===== src/design/adc_seq_pkg.sv =====
// Shared constants for the converter sequencing and result register bank
package adc_seq_pkg;

	// Register bus geometry
	localparam int          ADDR_W         = 8;
	localparam int          DATA_W         = 32;
	localparam int          RES_W          = 16;
	localparam int          TGT_N          = 9;   // Sequenced targets
	localparam int          TGT_IDX_W      = 4;
	localparam int          TRIM_W         = 3;
	localparam int          SHIFT_W        = 3;

	// Register offsets (byte addresses)
	localparam logic [7:0]  SEQ_DATA_OFF   = 8'h34;
	localparam logic [7:0]  SEQ_CTRL_OFF   = 8'h38;
	localparam logic [7:0]  SEQ_STAT_OFF   = 8'h3c;
	localparam logic [7:0]  RESULT_OFF     = 8'h40;
	localparam logic [7:0]  LAST_RES_OFF   = 8'h44;
	localparam logic [7:0]  BIAS_TRIM_OFF  = 8'h48;
	localparam logic [7:0]  FLAGS_OFF      = 8'h4c;
	localparam logic [7:0]  CONFIG_OFF     = 8'h50;

	// Sequencing control and status fields
	localparam int          AUTO_START_BIT = 31;
	localparam int          BUSY_BIT       = 31;
	localparam int          TGT_MSB        = 8;   // Offset correction

	// Bias trim field positions (lsb of each 3-bit field)
	localparam int          REFBUF_LSB     = 8;
	localparam int          LADDER_LSB     = 4;
	localparam int          COMP_LSB       = 0;

	// Flag register bits, write one to clear
	localparam int          READY_BIT      = 0;
	localparam int          OVERRUN_BIT    = 1;

	// Configuration register fields
	localparam int          EN_BIT         = 0;
	localparam int          LADJ_BIT       = 1;
	localparam int          STARTEV_BIT    = 2;
	localparam int          WPROT_BIT      = 3;
	localparam int          OVS_BIT        = 4;
	localparam int          SHIFT_LSB      = 5;
	localparam int          SWTRIG_BIT     = 8;

	// Reset values
	localparam logic [31:0] WORD_RST       = 32'h0000_0000;
	localparam logic [15:0] HALF_RST       = 16'h0000;

endpackage : adc_seq_pkg


===== src/design/seq_pick_if.sv =====
// Pending-target vector and its first-pending pick, shared with the picker
interface seq_pick_if #(
	parameter int N = 9,
	parameter int W = 4
);
	logic [N-1:0] pending;   // Targets still awaiting a DMA word
	logic         any;       // At least one target pending
	logic [W-1:0] index;     // Lowest pending target

	modport owner  (output pending, input  any, input  index);
	modport picker (input  pending, output any, output index);
endinterface : seq_pick_if


===== src/design/adc_result_sequence_status_regs.sv =====
// Sequencing status, result, last result and bias trim register bank
//
// Operation
// - Busy sets when sequencing enabled or restarted
// - Busy clears when sequencing is disabled
// - Pending bit per target until updated
// - Read-only result register at 0x40
// - Plain conversion gives 12 bits, adjustable
// - Left adjust: high byte [15:8], rest [7:4]
// - Right adjust without averaging: bits [11:0]
// - Oversampled result placed by averaging settings
// - Read-only last result register at 0x44
// - Three 3-bit bias trim fields, reset zero
// - Trim writes only when disabled, unprotected
// - Sequence data goes to first pending target
// - Result read or write-one clears ready
// - Unread result overwritten sets overrun
// - Auto-start after sequence unless event start
//
// Our own choice: the plain strobed port.
module adc_result_sequence_status_regs (
	input  wire logic        clk_i,
	input  wire logic        rst_n_i,
	// Register port
	input  wire logic [7:0]  addr_i,
	input  wire logic [31:0] wdata_i,
	input  wire logic        we_i,
	input  wire logic        re_i,
	output      logic [31:0] rdata_o,
	// Converter core side
	input  wire logic        conv_valid_i,  // New value this cycle
	input  wire logic [15:0] conv_data_i,   // Raw value or sum
	input  wire logic        start_event_i, // Event system start
	output      logic        conv_start_o,  // One-cycle start
	output      logic        tgt_wr_o,      // Target update pulse
	output      logic [3:0]  tgt_sel_o,     // Target number
	output      logic [31:0] tgt_data_o,    // Target update word
	// Settings seen by the analog side, then the ready and overrun flags
	output      logic        enable_o,
	output      logic        left_adjust_o,
	output      logic [2:0]  reference_buffer_bias_o,
	output      logic [2:0]  ladder_amplifier_bias_o,
	output      logic [2:0]  comparator_bias_o,
	output      logic        result_ready_flag_o,
	output      logic        overrun_o
);

	localparam int N  = adc_seq_pkg::TGT_N;
	localparam int IW = adc_seq_pkg::TGT_IDX_W;

	// Sequencing state
	logic [N-1:0]  seq_en_ff;      // Targets enabled for DMA update
	logic          auto_start_ff;  // Start after sequence completes
	logic          busy_ff;        // Sequencing busy status
	logic          pend_any_ff;    // Pending seen last cycle
	// Configuration
	logic          enable_ff;      // Converter enabled
	logic          left_adj_ff;    // Left adjust
	logic          start_ev_ff;    // Start by event enabled
	logic          wprot_ff;       // Peripheral write protection
	logic          ovs_ff;         // Oversampling in use
	logic [2:0]    shift_ff;       // Averaging divider shift
	// Results and flags
	logic [15:0]   result_ff;      // Conversion result
	logic [15:0]   last_ff;        // Most recent result
	logic          ready_ff;       // Result ready flag
	logic          overrun_ff;     // Overrun flag
	logic          unread_ff;      // Result not yet read
	// Bias trim fields
	logic [2:0]    refbuf_ff;
	logic [2:0]    ladder_ff;
	logic [2:0]    comp_ff;
	// Outputs held in flops
	logic [31:0]   rdata_ff;
	logic          start_ff;
	logic          tgt_wr_ff;
	logic [3:0]    tgt_sel_ff;
	logic [31:0]   tgt_data_ff;

	// Pending vector goes out to the picker
	seq_pick_if #(.N(N), .W(IW)) pick ();

	seq_target_picker #(
		.N (N),
		.W (IW)
	) u_picker (
		.p (pick)
	);

	// Raw value laid out for software
	wire logic [15:0] placed;

	result_placer #(
		.RES_W   (adc_seq_pkg::RES_W),
		.SHIFT_W (adc_seq_pkg::SHIFT_W)
	) u_placer (
		.raw_i        (conv_data_i),
		.left_adj_i   (left_adj_ff),
		.oversample_i (ovs_ff),
		.shift_i      (shift_ff),
		.placed_o     (placed)
	);

	// Address decode
	wire logic hit_data  = addr_i == adc_seq_pkg::SEQ_DATA_OFF;
	wire logic hit_ctrl  = addr_i == adc_seq_pkg::SEQ_CTRL_OFF;
	wire logic hit_res   = addr_i == adc_seq_pkg::RESULT_OFF;
	wire logic hit_trim  = addr_i == adc_seq_pkg::BIAS_TRIM_OFF;
	wire logic hit_flags = addr_i == adc_seq_pkg::FLAGS_OFF;
	wire logic hit_cfg   = addr_i == adc_seq_pkg::CONFIG_OFF;

	// Write qualifiers; protection blocks writes to protected registers
	wire logic wr_ctrl  = we_i && hit_ctrl && !wprot_ff;
	wire logic wr_data  = we_i && hit_data && !wprot_ff;
	wire logic wr_trim  = we_i && hit_trim && !wprot_ff && !enable_ff;
	wire logic wr_flags = we_i && hit_flags;
	wire logic wr_cfg   = we_i && hit_cfg;
	wire logic rd_res   = re_i && hit_res;

	// Target enables written with the control word
	wire logic [N-1:0] ctrl_tgts = wdata_i[N-1:0];
	// A word is redirected only while a target still waits
	wire logic         redirect  = wr_data && pick.any;
	wire logic [N-1:0] done_mask = N'(1) << pick.index;
	// Sequence completes when the last pending target is served
	wire logic seq_done = busy_ff && pend_any_ff && !pick.any;
	// Triggers are held back while a sequence is still running
	wire logic sw_trig = wr_cfg && wdata_i[adc_seq_pkg::SWTRIG_BIT];
	wire logic ev_trig = start_ev_ff && start_event_i;
	wire logic auto_go = seq_done && auto_start_ff && !start_ev_ff;
	wire logic nxt_start = enable_ff && !pick.any &&
		(sw_trig || ev_trig || auto_go);

	// Register views for reads; unused bits stay zero
	wire logic [31:0] ctrl_view = {auto_start_ff, 22'h0, seq_en_ff};
	wire logic [31:0] stat_view = {busy_ff, 22'h0, pick.pending};
	wire logic [31:0] trim_view = {21'h0, refbuf_ff, 1'b0, ladder_ff,
		1'b0, comp_ff};
	wire logic [31:0] cfg_view  = {24'h0, shift_ff, ovs_ff, wprot_ff,
		start_ev_ff, left_adj_ff, enable_ff};
	logic [31:0] nxt_rdata;

	// Read mux; the data register is write-only and reads zero
	always_comb begin
		nxt_rdata = adc_seq_pkg::WORD_RST;
		if (addr_i == adc_seq_pkg::SEQ_CTRL_OFF) begin
			nxt_rdata = ctrl_view;
		end else if (addr_i == adc_seq_pkg::SEQ_STAT_OFF) begin
			nxt_rdata = stat_view;
		end else if (addr_i == adc_seq_pkg::RESULT_OFF) begin
			nxt_rdata = {16'h0, result_ff};
		end else if (addr_i == adc_seq_pkg::LAST_RES_OFF) begin
			nxt_rdata = {16'h0, last_ff};
		end else if (addr_i == adc_seq_pkg::BIAS_TRIM_OFF) begin
			nxt_rdata = trim_view;
		end else if (addr_i == adc_seq_pkg::FLAGS_OFF) begin
			nxt_rdata = {30'h0, overrun_ff, ready_ff};
		end else if (addr_i == adc_seq_pkg::CONFIG_OFF) begin
			nxt_rdata = cfg_view;
		end
	end

	// Read data stand only in the cycle after the strobe
	always_ff @(posedge clk_i) begin
		if (!rst_n_i || !re_i) begin
			rdata_ff <= adc_seq_pkg::WORD_RST;
		end else begin
			rdata_ff <= nxt_rdata;
		end
	end

	// Sequencing control; a control write restarts the sequence
	always_ff @(posedge clk_i) begin
		if (!rst_n_i) begin
			seq_en_ff     <= '0;
			auto_start_ff <= 1'b0;
			busy_ff       <= 1'b0;
		end else if (wr_ctrl) begin
			seq_en_ff     <= ctrl_tgts;
			auto_start_ff <= wdata_i[adc_seq_pkg::AUTO_START_BIT];
			busy_ff       <= |ctrl_tgts;
		end
	end

	// Pending targets: reloaded on restart, cleared one by one
	always_ff @(posedge clk_i) begin
		if (!rst_n_i) begin
			pick.pending <= '0;
		end else if (wr_ctrl) begin
			pick.pending <= ctrl_tgts;
		end else if (redirect) begin
			pick.pending <= pick.pending & ~done_mask;
		end
	end

	// Remember whether anything was pending to spot completion
	always_ff @(posedge clk_i) begin
		if (!rst_n_i) begin
			pend_any_ff <= 1'b0;
		end else begin
			pend_any_ff <= pick.any;
		end
	end

	// Redirected word goes out to the chosen target register
	always_ff @(posedge clk_i) begin
		if (!rst_n_i) begin
			tgt_wr_ff   <= 1'b0;
			tgt_sel_ff  <= '0;
			tgt_data_ff <= adc_seq_pkg::WORD_RST;
		end else begin
			tgt_wr_ff <= redirect;
			if (redirect) begin
				tgt_sel_ff  <= pick.index;
				tgt_data_ff <= wdata_i;
			end
		end
	end

	// Conversion start pulse, one cycle
	always_ff @(posedge clk_i) begin
		if (!rst_n_i) begin
			start_ff <= 1'b0;
		end else begin
			start_ff <= nxt_start;
		end
	end

	// Configuration; the trigger bit is a strobe, never stored
	always_ff @(posedge clk_i) begin
		if (!rst_n_i) begin
			enable_ff   <= 1'b0;
			left_adj_ff <= 1'b0;
			start_ev_ff <= 1'b0;
			wprot_ff    <= 1'b0;
			ovs_ff      <= 1'b0;
			shift_ff    <= '0;
		end else if (wr_cfg) begin
			enable_ff   <= wdata_i[adc_seq_pkg::EN_BIT];
			left_adj_ff <= wdata_i[adc_seq_pkg::LADJ_BIT];
			start_ev_ff <= wdata_i[adc_seq_pkg::STARTEV_BIT];
			wprot_ff    <= wdata_i[adc_seq_pkg::WPROT_BIT];
			ovs_ff      <= wdata_i[adc_seq_pkg::OVS_BIT];
			shift_ff    <= wdata_i[adc_seq_pkg::SHIFT_LSB +: 3];
		end
	end

	// Bias trim; locked while enabled so the analog bias never jumps
	always_ff @(posedge clk_i) begin
		if (!rst_n_i) begin
			refbuf_ff <= '0;
			ladder_ff <= '0;
			comp_ff   <= '0;
		end else if (wr_trim) begin
			refbuf_ff <= wdata_i[adc_seq_pkg::REFBUF_LSB +: 3];
			ladder_ff <= wdata_i[adc_seq_pkg::LADDER_LSB +: 3];
			comp_ff   <= wdata_i[adc_seq_pkg::COMP_LSB +: 3];
		end
	end

	// Result and last result capture the placed value together
	always_ff @(posedge clk_i) begin
		if (!rst_n_i) begin
			result_ff <= adc_seq_pkg::HALF_RST;
			last_ff   <= adc_seq_pkg::HALF_RST;
		end else if (conv_valid_i) begin
			result_ff <= placed;
			last_ff   <= placed;
		end
	end

	// Flags; a new result beats a clear in the same cycle
	always_ff @(posedge clk_i) begin
		if (!rst_n_i) begin
			ready_ff   <= 1'b0;
			overrun_ff <= 1'b0;
			unread_ff  <= 1'b0;
		end else begin
			ready_ff <= conv_valid_i || (ready_ff && !rd_res &&
				!(wr_flags && wdata_i[adc_seq_pkg::READY_BIT]));
			overrun_ff <= (conv_valid_i && unread_ff) ||
				(overrun_ff &&
				!(wr_flags && wdata_i[adc_seq_pkg::OVERRUN_BIT]));
			unread_ff <= conv_valid_i || (unread_ff && !rd_res);
		end
	end

	assign rdata_o                 = rdata_ff;
	assign conv_start_o            = start_ff;
	assign tgt_wr_o                = tgt_wr_ff;
	assign tgt_sel_o               = tgt_sel_ff;
	assign tgt_data_o              = tgt_data_ff;
	assign enable_o                = enable_ff;
	assign left_adjust_o           = left_adj_ff;
	assign reference_buffer_bias_o = refbuf_ff;
	assign ladder_amplifier_bias_o = ladder_ff;
	assign comparator_bias_o       = comp_ff;
	assign result_ready_flag_o     = ready_ff;
	assign overrun_o               = overrun_ff;
endmodule : adc_result_sequence_status_regs


===== src/design/result_placer.sv =====
// Places a raw conversion value into the 16-bit result layout
module result_placer #(
	parameter int RES_W   = 16,
	parameter int SHIFT_W = 3
) (
	input  wire logic [RES_W-1:0]   raw_i,        // Core value or sum
	input  wire logic               left_adj_i,   // Left adjust select
	input  wire logic               oversample_i, // Averaging in use
	input  wire logic [SHIFT_W-1:0] shift_i,      // Averaging divider
	output      logic [RES_W-1:0]   placed_o
);

	if (RES_W != 16) begin : g_bad_width
		$error("result_placer: only a 16-bit result layout is served");
	end

	// Three candidate layouts, chosen below
	wire logic [RES_W-1:0] ovs_val   = raw_i >> shift_i;
	wire logic [RES_W-1:0] left_val  = {raw_i[11:0], 4'h0};
	wire logic [RES_W-1:0] right_val = {4'h0, raw_i[11:0]};

	// Oversampling placement wins over left adjust
	assign placed_o = oversample_i ? ovs_val :
		(left_adj_i ? left_val : right_val);

endmodule : result_placer


===== src/design/seq_target_picker.sv =====
// Picks the first pending sequencing target, lowest bit first
module seq_target_picker #(
	parameter int N = 9,
	parameter int W = 4
) (
	seq_pick_if.picker p
);

	// The index must be able to name every target
	if (N < 1 || N > (1 << W)) begin : g_bad_size
		$error("seq_target_picker: N does not fit index width W");
	end

	// Lowest set bit; input control sits at bit 0 and goes first
	function automatic logic [W-1:0] first_set(input logic [N-1:0] v);
		logic [W-1:0] r;
		r = '0;
		for (int i = N - 1; i >= 0; i--) begin
			if (v[i]) begin
				r = W'(i);
			end
		end
		return r;
	endfunction : first_set

	assign p.any   = |p.pending;
	assign p.index = first_set(p.pending);

endmodule : seq_target_picker


===== config.mk =====
export PLATFORM = sky130hd
export DESIGN_NAME = adc_result_sequence_status_regs
export DESIGN_NICKNAME = d
export VERILOG_FILES = /design/src/design/adc_seq_pkg.sv /design/src/design/seq_pick_if.sv /design/src/design/adc_result_sequence_status_regs.sv /design/src/design/result_placer.sv /design/src/design/seq_target_picker.sv
export SDC_FILE = /design/constraint.sdc
export NUM_CORES = 1
export LEC_CHECK = 0
export BUFFER_PORTS_ARGS = -buffer_cell sky130_fd_sc_hd__buf_2
export CORE_MARGIN = 2
export CORE_UTILIZATION = 57
export DETAILED_ROUTE_END_ITERATION = 10
export PLACE_DENSITY = 0.85
export SLEW_MARGIN = 10
export SYNTH_ARGS = -nofsm -noshare
export SYNTH_HDL_FRONTEND = slang
export SYNTH_SLANG_ARGS = --single-unit

===== constraint.sdc =====
create_clock -name clk_i -period 3.8 [get_ports clk_i]
set_clock_uncertainty 0.2 [all_clocks]
set_input_delay 0.19 -clock clk_i [delete_from_list [all_inputs] [get_ports clk_i]]
set_output_delay 0.19 -clock clk_i [all_outputs]
set_load 0.1 [all_outputs]

==> flow_summary.toml, run 1 <==
[status]
status = "finished clean"

[synth]
synth-seq-area-share = 0.399
netlist_area_um2 = 5610
async_reset_ff_frac = 0
synth-edff-count = 0
yosysTopAreaCell = "dfxtp_1"
ys_ff_latch = 112
synthTopCellsByCount = "dfxtp_1, nand2_1, a21boi_2, a21oi_1, nand2_2"
syn-instance-count = 629
yosysTopAreaCellShare = 0.399
yosysWarnings = 0
number_of_distinct_library_cells_after_synthesis = 62
yosysMostFrequentCell = "dfxtp_1"
synth.area.top_cells = "dfxtp_1, nand2_1, a21boi_2, mux2i_1, a21boi_0"
ys.flop_type = "dfxtp_1"
synth.avg_cell_area_um2 = 8.93

[drt]
remaining_drc_errors = 0
drt-vias-per-instance = 5.80
wirelength_routed_mm = 15.7
dr_total_vias = 5274
routedWlPerCell_um = 17.3
ant_nets = 0
drt_first_pass_iters = 5
drt_iter0_markers = 344

[grt]
grt_pass1_wl_mm = 24.0
grt_start_max_net_pins = 58
grt_pass1_vias = 4812
grt-ovfl-total = 0
track_usage = 0.291
initial_antenna_violation_count = 0

[sta]
period_share = 0.737
final_period_minus_worst_setup_slack_ps = 2800
fmax_ghz = 0.357
final_max_slew_viol_count = 0
tns_ps = 0
layout_setup_ws_ps = 999
max-slew-margin-rel = 0.405
hold_fails_final_rpt = 0
rsz0062_at_grt = "no"
tightest_slew_ps = 891
setup_violations = 0

[cells_and_area]
post-route-cell-area_um2 = 6800
layout_stage_area_growth_over_the_synthesis_result_pct = 21.1
finish.cell_count_without_fillers = 909
final_nets = 833
layout-drive-gt1-share = 0.309
antenna_cells_inserted = 0
layout.filler_cells = 750

[critical_path]
critical_path.endpoint_type = "flop"
endpoint = "tgt_data_o[29]"
worst-setup-path-type = "in -> reg"
worstPathBufferInverterCount = 3
setup.worst_path.start_class = "primary input"
critical_path.slowest_cell = "nor2_2"
cp_data_arrival_time_ps = 2940
critical_path_peak_fanout = 24
critical_path.max_stage_delay_ps = 780
crit_path_depth = 8
cp-startpoint = "we_i"
cp_top_family = "simple AND/OR/NAND/NOR gates"
worstPathCellList = "dlygate4sd3_1 -> buf_2 -> nor2b_1 -> nand4_2 -> nor2_2 -> buf_4 -> nand2_1 -> a21boi_2"
r2r_start = "pick.pending[4]"
timing.critical_path.required_ps = 3930
rr_worst_depth = 6
reg2reg_setup_slack_ps = 1140
r2r_end = "tgt_data_o[2]"

[clock_tree]
tritoncts_num_sinks = 112
cts.reportedPaths.clkPinSlew_ps = 120
post_cts.repair.setup_buffers = 0
clockBufferDepth = 2
cts.htree.levels = 3
cts_root_buffer = "clkbuf_8"
numCtsBuffers = 9
tritoncts = "yes"
worst_skew_pair.late_latency_ps = 390

[job]
max_cap_violations = 0

[hold_path]
hold_path_class = "in -> reg"

[floorplanning]
die_height_um = 103
dieArea_um2 = 10700
core_area_um2 = 9680
die_width_um = 103
io_pins = 145
starting_density_of_the_core = 0.580
floorplan.rows = 36

[power]
ir_worst_vdd_mv = 0.223
fin_total_pwr_mw = 2.19
power_leakage_nw = 2.71
powerDensity_nw_per_um2 = 322

[place]
dpl.hpwl_mm = 11.1
dpl.cell_count = 851
routability_cong = 0.937
placedInstanceArea_um2 = 6180
number_of_port_buffers = 129
dp_worst_setup_slack_ps = 1190
==> where the power goes <==
| part | leakage (nW) | total (mW) | internal (mW) | switching, mW |
|---|---|---|---|---|
| Combinational | 1.71 | 0.283 | 0.0996 | 0.184 |
| Clock | 0.0942 | 0.711 | 0.259 | 0.452 |
| Sequential | 0.906 | 1.20 | 1.19 | 0.0108 |
==> final cells by class <==
cell class	count	area, um^2	area share
clock buffers	9	124	0.0182
repair buffers	175	1100	0.161
multi-input cells	465	3070	0.451
flip-flops and latches	112	2240	0.330
inverters	8	30.0	0.00442
well taps	133	166	0.0245
clock inverters	7	73.8	0.0109
==> registers in the layout, summed over array words and instances (netlist names), 3 cells and up <==
name / count
tgt_data_o: 32
rdata_o: 17
last_ff: 16
pick.pending: 9
seq_en_ff: 9
tgt_sel_o: 4
comparator_bias_o: 3
ladder_amplifier_bias_o: 3
reference_buffer_bias_o: 3
shift_ff: 3
==> timing repair <==
| item | in CTS | in global routing |
|---|---|---|
| hold buffers | 42 | 0 |
| endpoints found under the hold margin | 71 | 0 |
| resized for setup | 0 | 0 |
==> worst min path at each step <==
| stage | from | endpoint | slack (ps) | cells past startpoint |
|---|---|---|---|---|
| 6_report | conv_data_i[6] | last_ff[6] | 20 | 4 |
| 5_1_grt | conv_data_i[6] | last_ff[6] | 40 | 4 |
| 4_1_cts | conv_data_i[6] | last_ff[6] | 20 | 4 |
| 3_5_place_dp | wdata_i[23] | tgt_data_o[23] | 240 | 3 |
| 3_3_place_gp | wdata_i[22] | tgt_data_o[22] | 240 | 3 |
| 2_1_floorplan | wdata_i[1] | pick.pending[1] | 120 | 2 |
==> cell families (layout without fill, tap and decap cells) <==
group	count (synthesis)	count (layout)	synth area share
simple gates	242	242	0.225
compound gates	168	168	0.224
flops	112	112	0.399
buf+inv	66	199	0.0642
mux	40	40	0.0874
other cells	1	15	0.000668
==> layer usage <==
| layer | GRT usage | vias up | part of all wire | wire length (um) |
|---|---|---|---|---|
| met3 | 0.0336 | 33 | 0.066 | 1040 |
| met4 | 0.106 | 0 | 0.023 | 364 |
| li1 | - | 2484 | - | - |
| met2 | 0.474 | 237 | 0.48 | 7490 |
| met5 | 0 | - | 0 | 0 |
| met1 | 0.403 | 2520 | 0.43 | 6800 |
==> worst min-delay path, stage by stage <==
cell     delay, ps
buf_2          120
mux2_2         150
a22oi_1         50
o21ai_0         70
==> cells in the final DEF (no fill, tap or decap), types with 4 or more instances in the layout <==
cell type,count
a21oi_1,30
a21boi_0,26
mux2_2,12
o21ai_0,28
dfxtp_1,112
dlygate4sd3_1,42
nand4_1,7
a22oi_1,19
conb_1,15
mux2i_1,22
nor3_1,6
buf_4,4
nand2_1,96
nor2_1,24
nor2b_1,20
inv_1,8
a21boi_2,30
a31oi_1,4
and3_1,8
mux4_2,6
nand3_1,20
nand2_2,29
buf_2,129
clkbuf_8,9
and2_1,4
o22ai_1,4
==> per-stage QoR <==
stage,hold slack (ps),util
6_report,22.8,0.702
5_1_grt,38.9,0.702
4_1_cts,18.7,0.702
3_5_place_dp,244,0.639
3_3_place_gp,240,0.639
2_1_floorplan,120,-
Power figures use the tool's default switching activity.
==> run 2: changes to the inputs <==
--- a/config.mk
+++ b/config.mk
@@ -7,9 +7,9 @@
 export LEC_CHECK = 0
 export BUFFER_PORTS_ARGS = -buffer_cell sky130_fd_sc_hd__buf_2
 export CORE_MARGIN = 2
-export CORE_UTILIZATION = 57
+export CORE_UTILIZATION = 53
 export DETAILED_ROUTE_END_ITERATION = 10
-export PLACE_DENSITY = 0.85
+export PLACE_DENSITY = 0.8
 export SLEW_MARGIN = 10
 export SYNTH_ARGS = -nofsm -noshare
 export SYNTH_HDL_FRONTEND = slang
==> constraint.sdc (replaced) <==
create_clock -name clk_i -period 2.92 [get_ports clk_i]
set_clock_uncertainty 0.2 [all_clocks]
set_input_delay 0.146 -clock clk_i [delete_from_list [all_inputs] [get_ports clk_i]]
set_output_delay 0.146 -clock clk_i [all_outputs]
set_load 0.1 [all_outputs]
==> run 2 against run 1 <==
  * Final cell count grew 2.3%
  * Critical endpoint is now last_ff[1]
  * Sequential cell count did not move
  * Clock power rose by 31%
  * Design area rose by 2.9%
  * Sequential share of layout area fell by 0.93 points
  * Core utilization down 2.4 points
  * First-iteration DRC count rose by 65%
  * Register-to-register slack worse by 860 ps
  * Setup slack got worse by 720 ps
  * Largest power group unchanged
  * Worst hold slack better by 0.65 ps
  * Non-clock buffer count is 18 higher
==> flow_summary.toml, run 2 (synthesis gave the netlist of run 1 again) <==
[cells_and_area]
layout.filler_cells = 797
post-route-cell-area_um2 = 7000
layout.cells.most_common = "buf_2"
finish.cell_count_without_fillers = 930
largest_register_ffs = 32
most-common-layout-cells = "buf_2, dfxtp_1, nand2_1"
layout-drive-gt1-share = 0.311
final_util = 0.678
antenna_cells_inserted = 0
final_nets = 851
layout_stage_area_growth_over_the_synthesis_result_pct = 24.7

[sta]
tns_ps = 0
hold_ws_ps = 23.4
hold_fails_final_rpt = 0
rsz0062_at_grt = "no"
final_max_slew_viol_count = 0
period_share = 0.904
final_period_minus_worst_setup_slack_ps = 2640
tightest_slew_ps = 782
max-slew-margin-rel = 0.478
setup_violations = 0
fmax_ghz = 0.379

[drt]
routedWlPerCell_um = 17.3
dr_total_vias = 5342
ant_nets = 0
drt_first_pass_iters = 6
drt-vias-per-instance = 5.74
wirelength_routed_mm = 16.1
drt_iter0_markers = 566
remaining_drc_errors = 0

[critical_path]
setup.worst_path.start_class = "flop"
worst-setup-path-type = "reg -> reg"
cp_data_arrival_time_ps = 2720
critical_path_peak_fanout = 15
reg2reg_setup_slack_ps = 280
r2r_start = "shift_ff[0]"
critical_path.endpoint_type = "flop"
endpoint = "last_ff[1]"
r2r_end = "last_ff[1]"
cp-startpoint = "shift_ff[0]"
timing.critical_path.required_ps = 3010
rr_worst_depth = 4

[floorplanning]
floorplan.rows = 37
starting_density_of_the_core = 0.544
die_height_um = 107
die_width_um = 107
core_area_um2 = 10300
io_pins = 145
dieArea_um2 = 11400

[clock_tree]
tritoncts = "yes"
cts.reportedPaths.clkPinSlew_ps = 120
clockBufferDepth = 2
numCtsBuffers = 9
tritoncts_num_sinks = 112
cts.htree.levels = 3
cts_hold_buf = 53
cts_root_buffer = "clkbuf_8"
post_cts.repair.setup_buffers = 0
worst_skew_pair.late_latency_ps = 380
count_of_instances_resized_after_the_clock_tree_is_built = 0

[power]
cell_internal_pwr_mw = 2.03
ir_worst_vdd_mv = 0.291
power_leakage_nw = 2.81
power.net_switching_uw = 846
seqPwrFrac = 0.542
p_sw_frac = 0.294
powerDensity_nw_per_um2 = 411
clkPwrFrac = 0.325
power_frac_comb = 0.133

[grt]
grt_util_met2 = 0.450
globalRouteMet3Util = 0.0407
grt_pass1_vias = 4939
grt-busiest-layer = "met2"
grt_pass1_wl_mm = 25.4
grt_util_met1 = 0.392
track_usage = 0.281
grt_start_max_net_pins = 86
initial_antenna_violation_count = 0
grt-ovfl-total = 0

[place]
placedInstanceArea_um2 = 6260
dpl.hpwl_mm = 10.9
dpl.cell_count = 861
number_of_port_buffers = 129
routability_cong = 0.978

[hold_path]
hold_path_class = "in -> reg"
min_from = "conv_data_i[9]"

[status]
status = "finished clean"

[job]
max_cap_violations = 0
-- run 2: cell type report --
cell class | instances | area, um^2 | share of cell area
clock inverters | 7 | 80.1 | 0.0114
well taps | 136 | 170 | 0.0243
inverters | 8 | 30.0 | 0.00429
multi-input cells | 465 | 3070 | 0.439
repair buffers | 193 | 1280 | 0.183
clock buffers | 9 | 124 | 0.0177
flip-flops and latches | 112 | 2240 | 0.320
-- run 2: metal layers --
metal	vias to the layer above	wire (um)
met3	29	1270
li1	2520	-
met1	2521	6890
met5	-	0
met2	272	7600
met4	0	306
-- run 2: how the worst min path moves through the flow --
stage,endpoint,slack [ps],depth (start not counted)
after floorplan,pick.pending[1],80,2
after global placement,tgt_data_o[28],190,3
after detailed placement,tgt_data_o[22],200,3
after CTS,last_ff[9],10,4
after global routing,last_ff[9],30,4
final,last_ff[9],20,4
-- run 2: power by group through the flow --
stage	sequential (mW)	clock [mW]	combinational (mW)
final	1.56	0.934	0.384
after global routing	1.56	1.00	0.404
after CTS	1.56	0.948	0.375
after detailed placement	1.59	0	0.321
after global placement	1.59	0	0.315
after floorplan	1.61	0	0.219
-- run 2: worst max-delay path, cell delays in order, from the launching register on --
cell and delay (ps):
dfxtp_1 800, mux4_2 600, a21oi_1 250, a31oi_1 120
dlygate4sd3_1 570
-- run 2: per-stage QoR --
step / total power [mW] / setup WS (ps)
2_1_floorplan: 1.83 / 633
3_3_place_gp: 1.91 / 726
3_5_place_dp: 1.91 / 622
4_1_cts: 2.88 / 330
5_1_grt: 2.97 / 164
6_report: 2.88 / 281
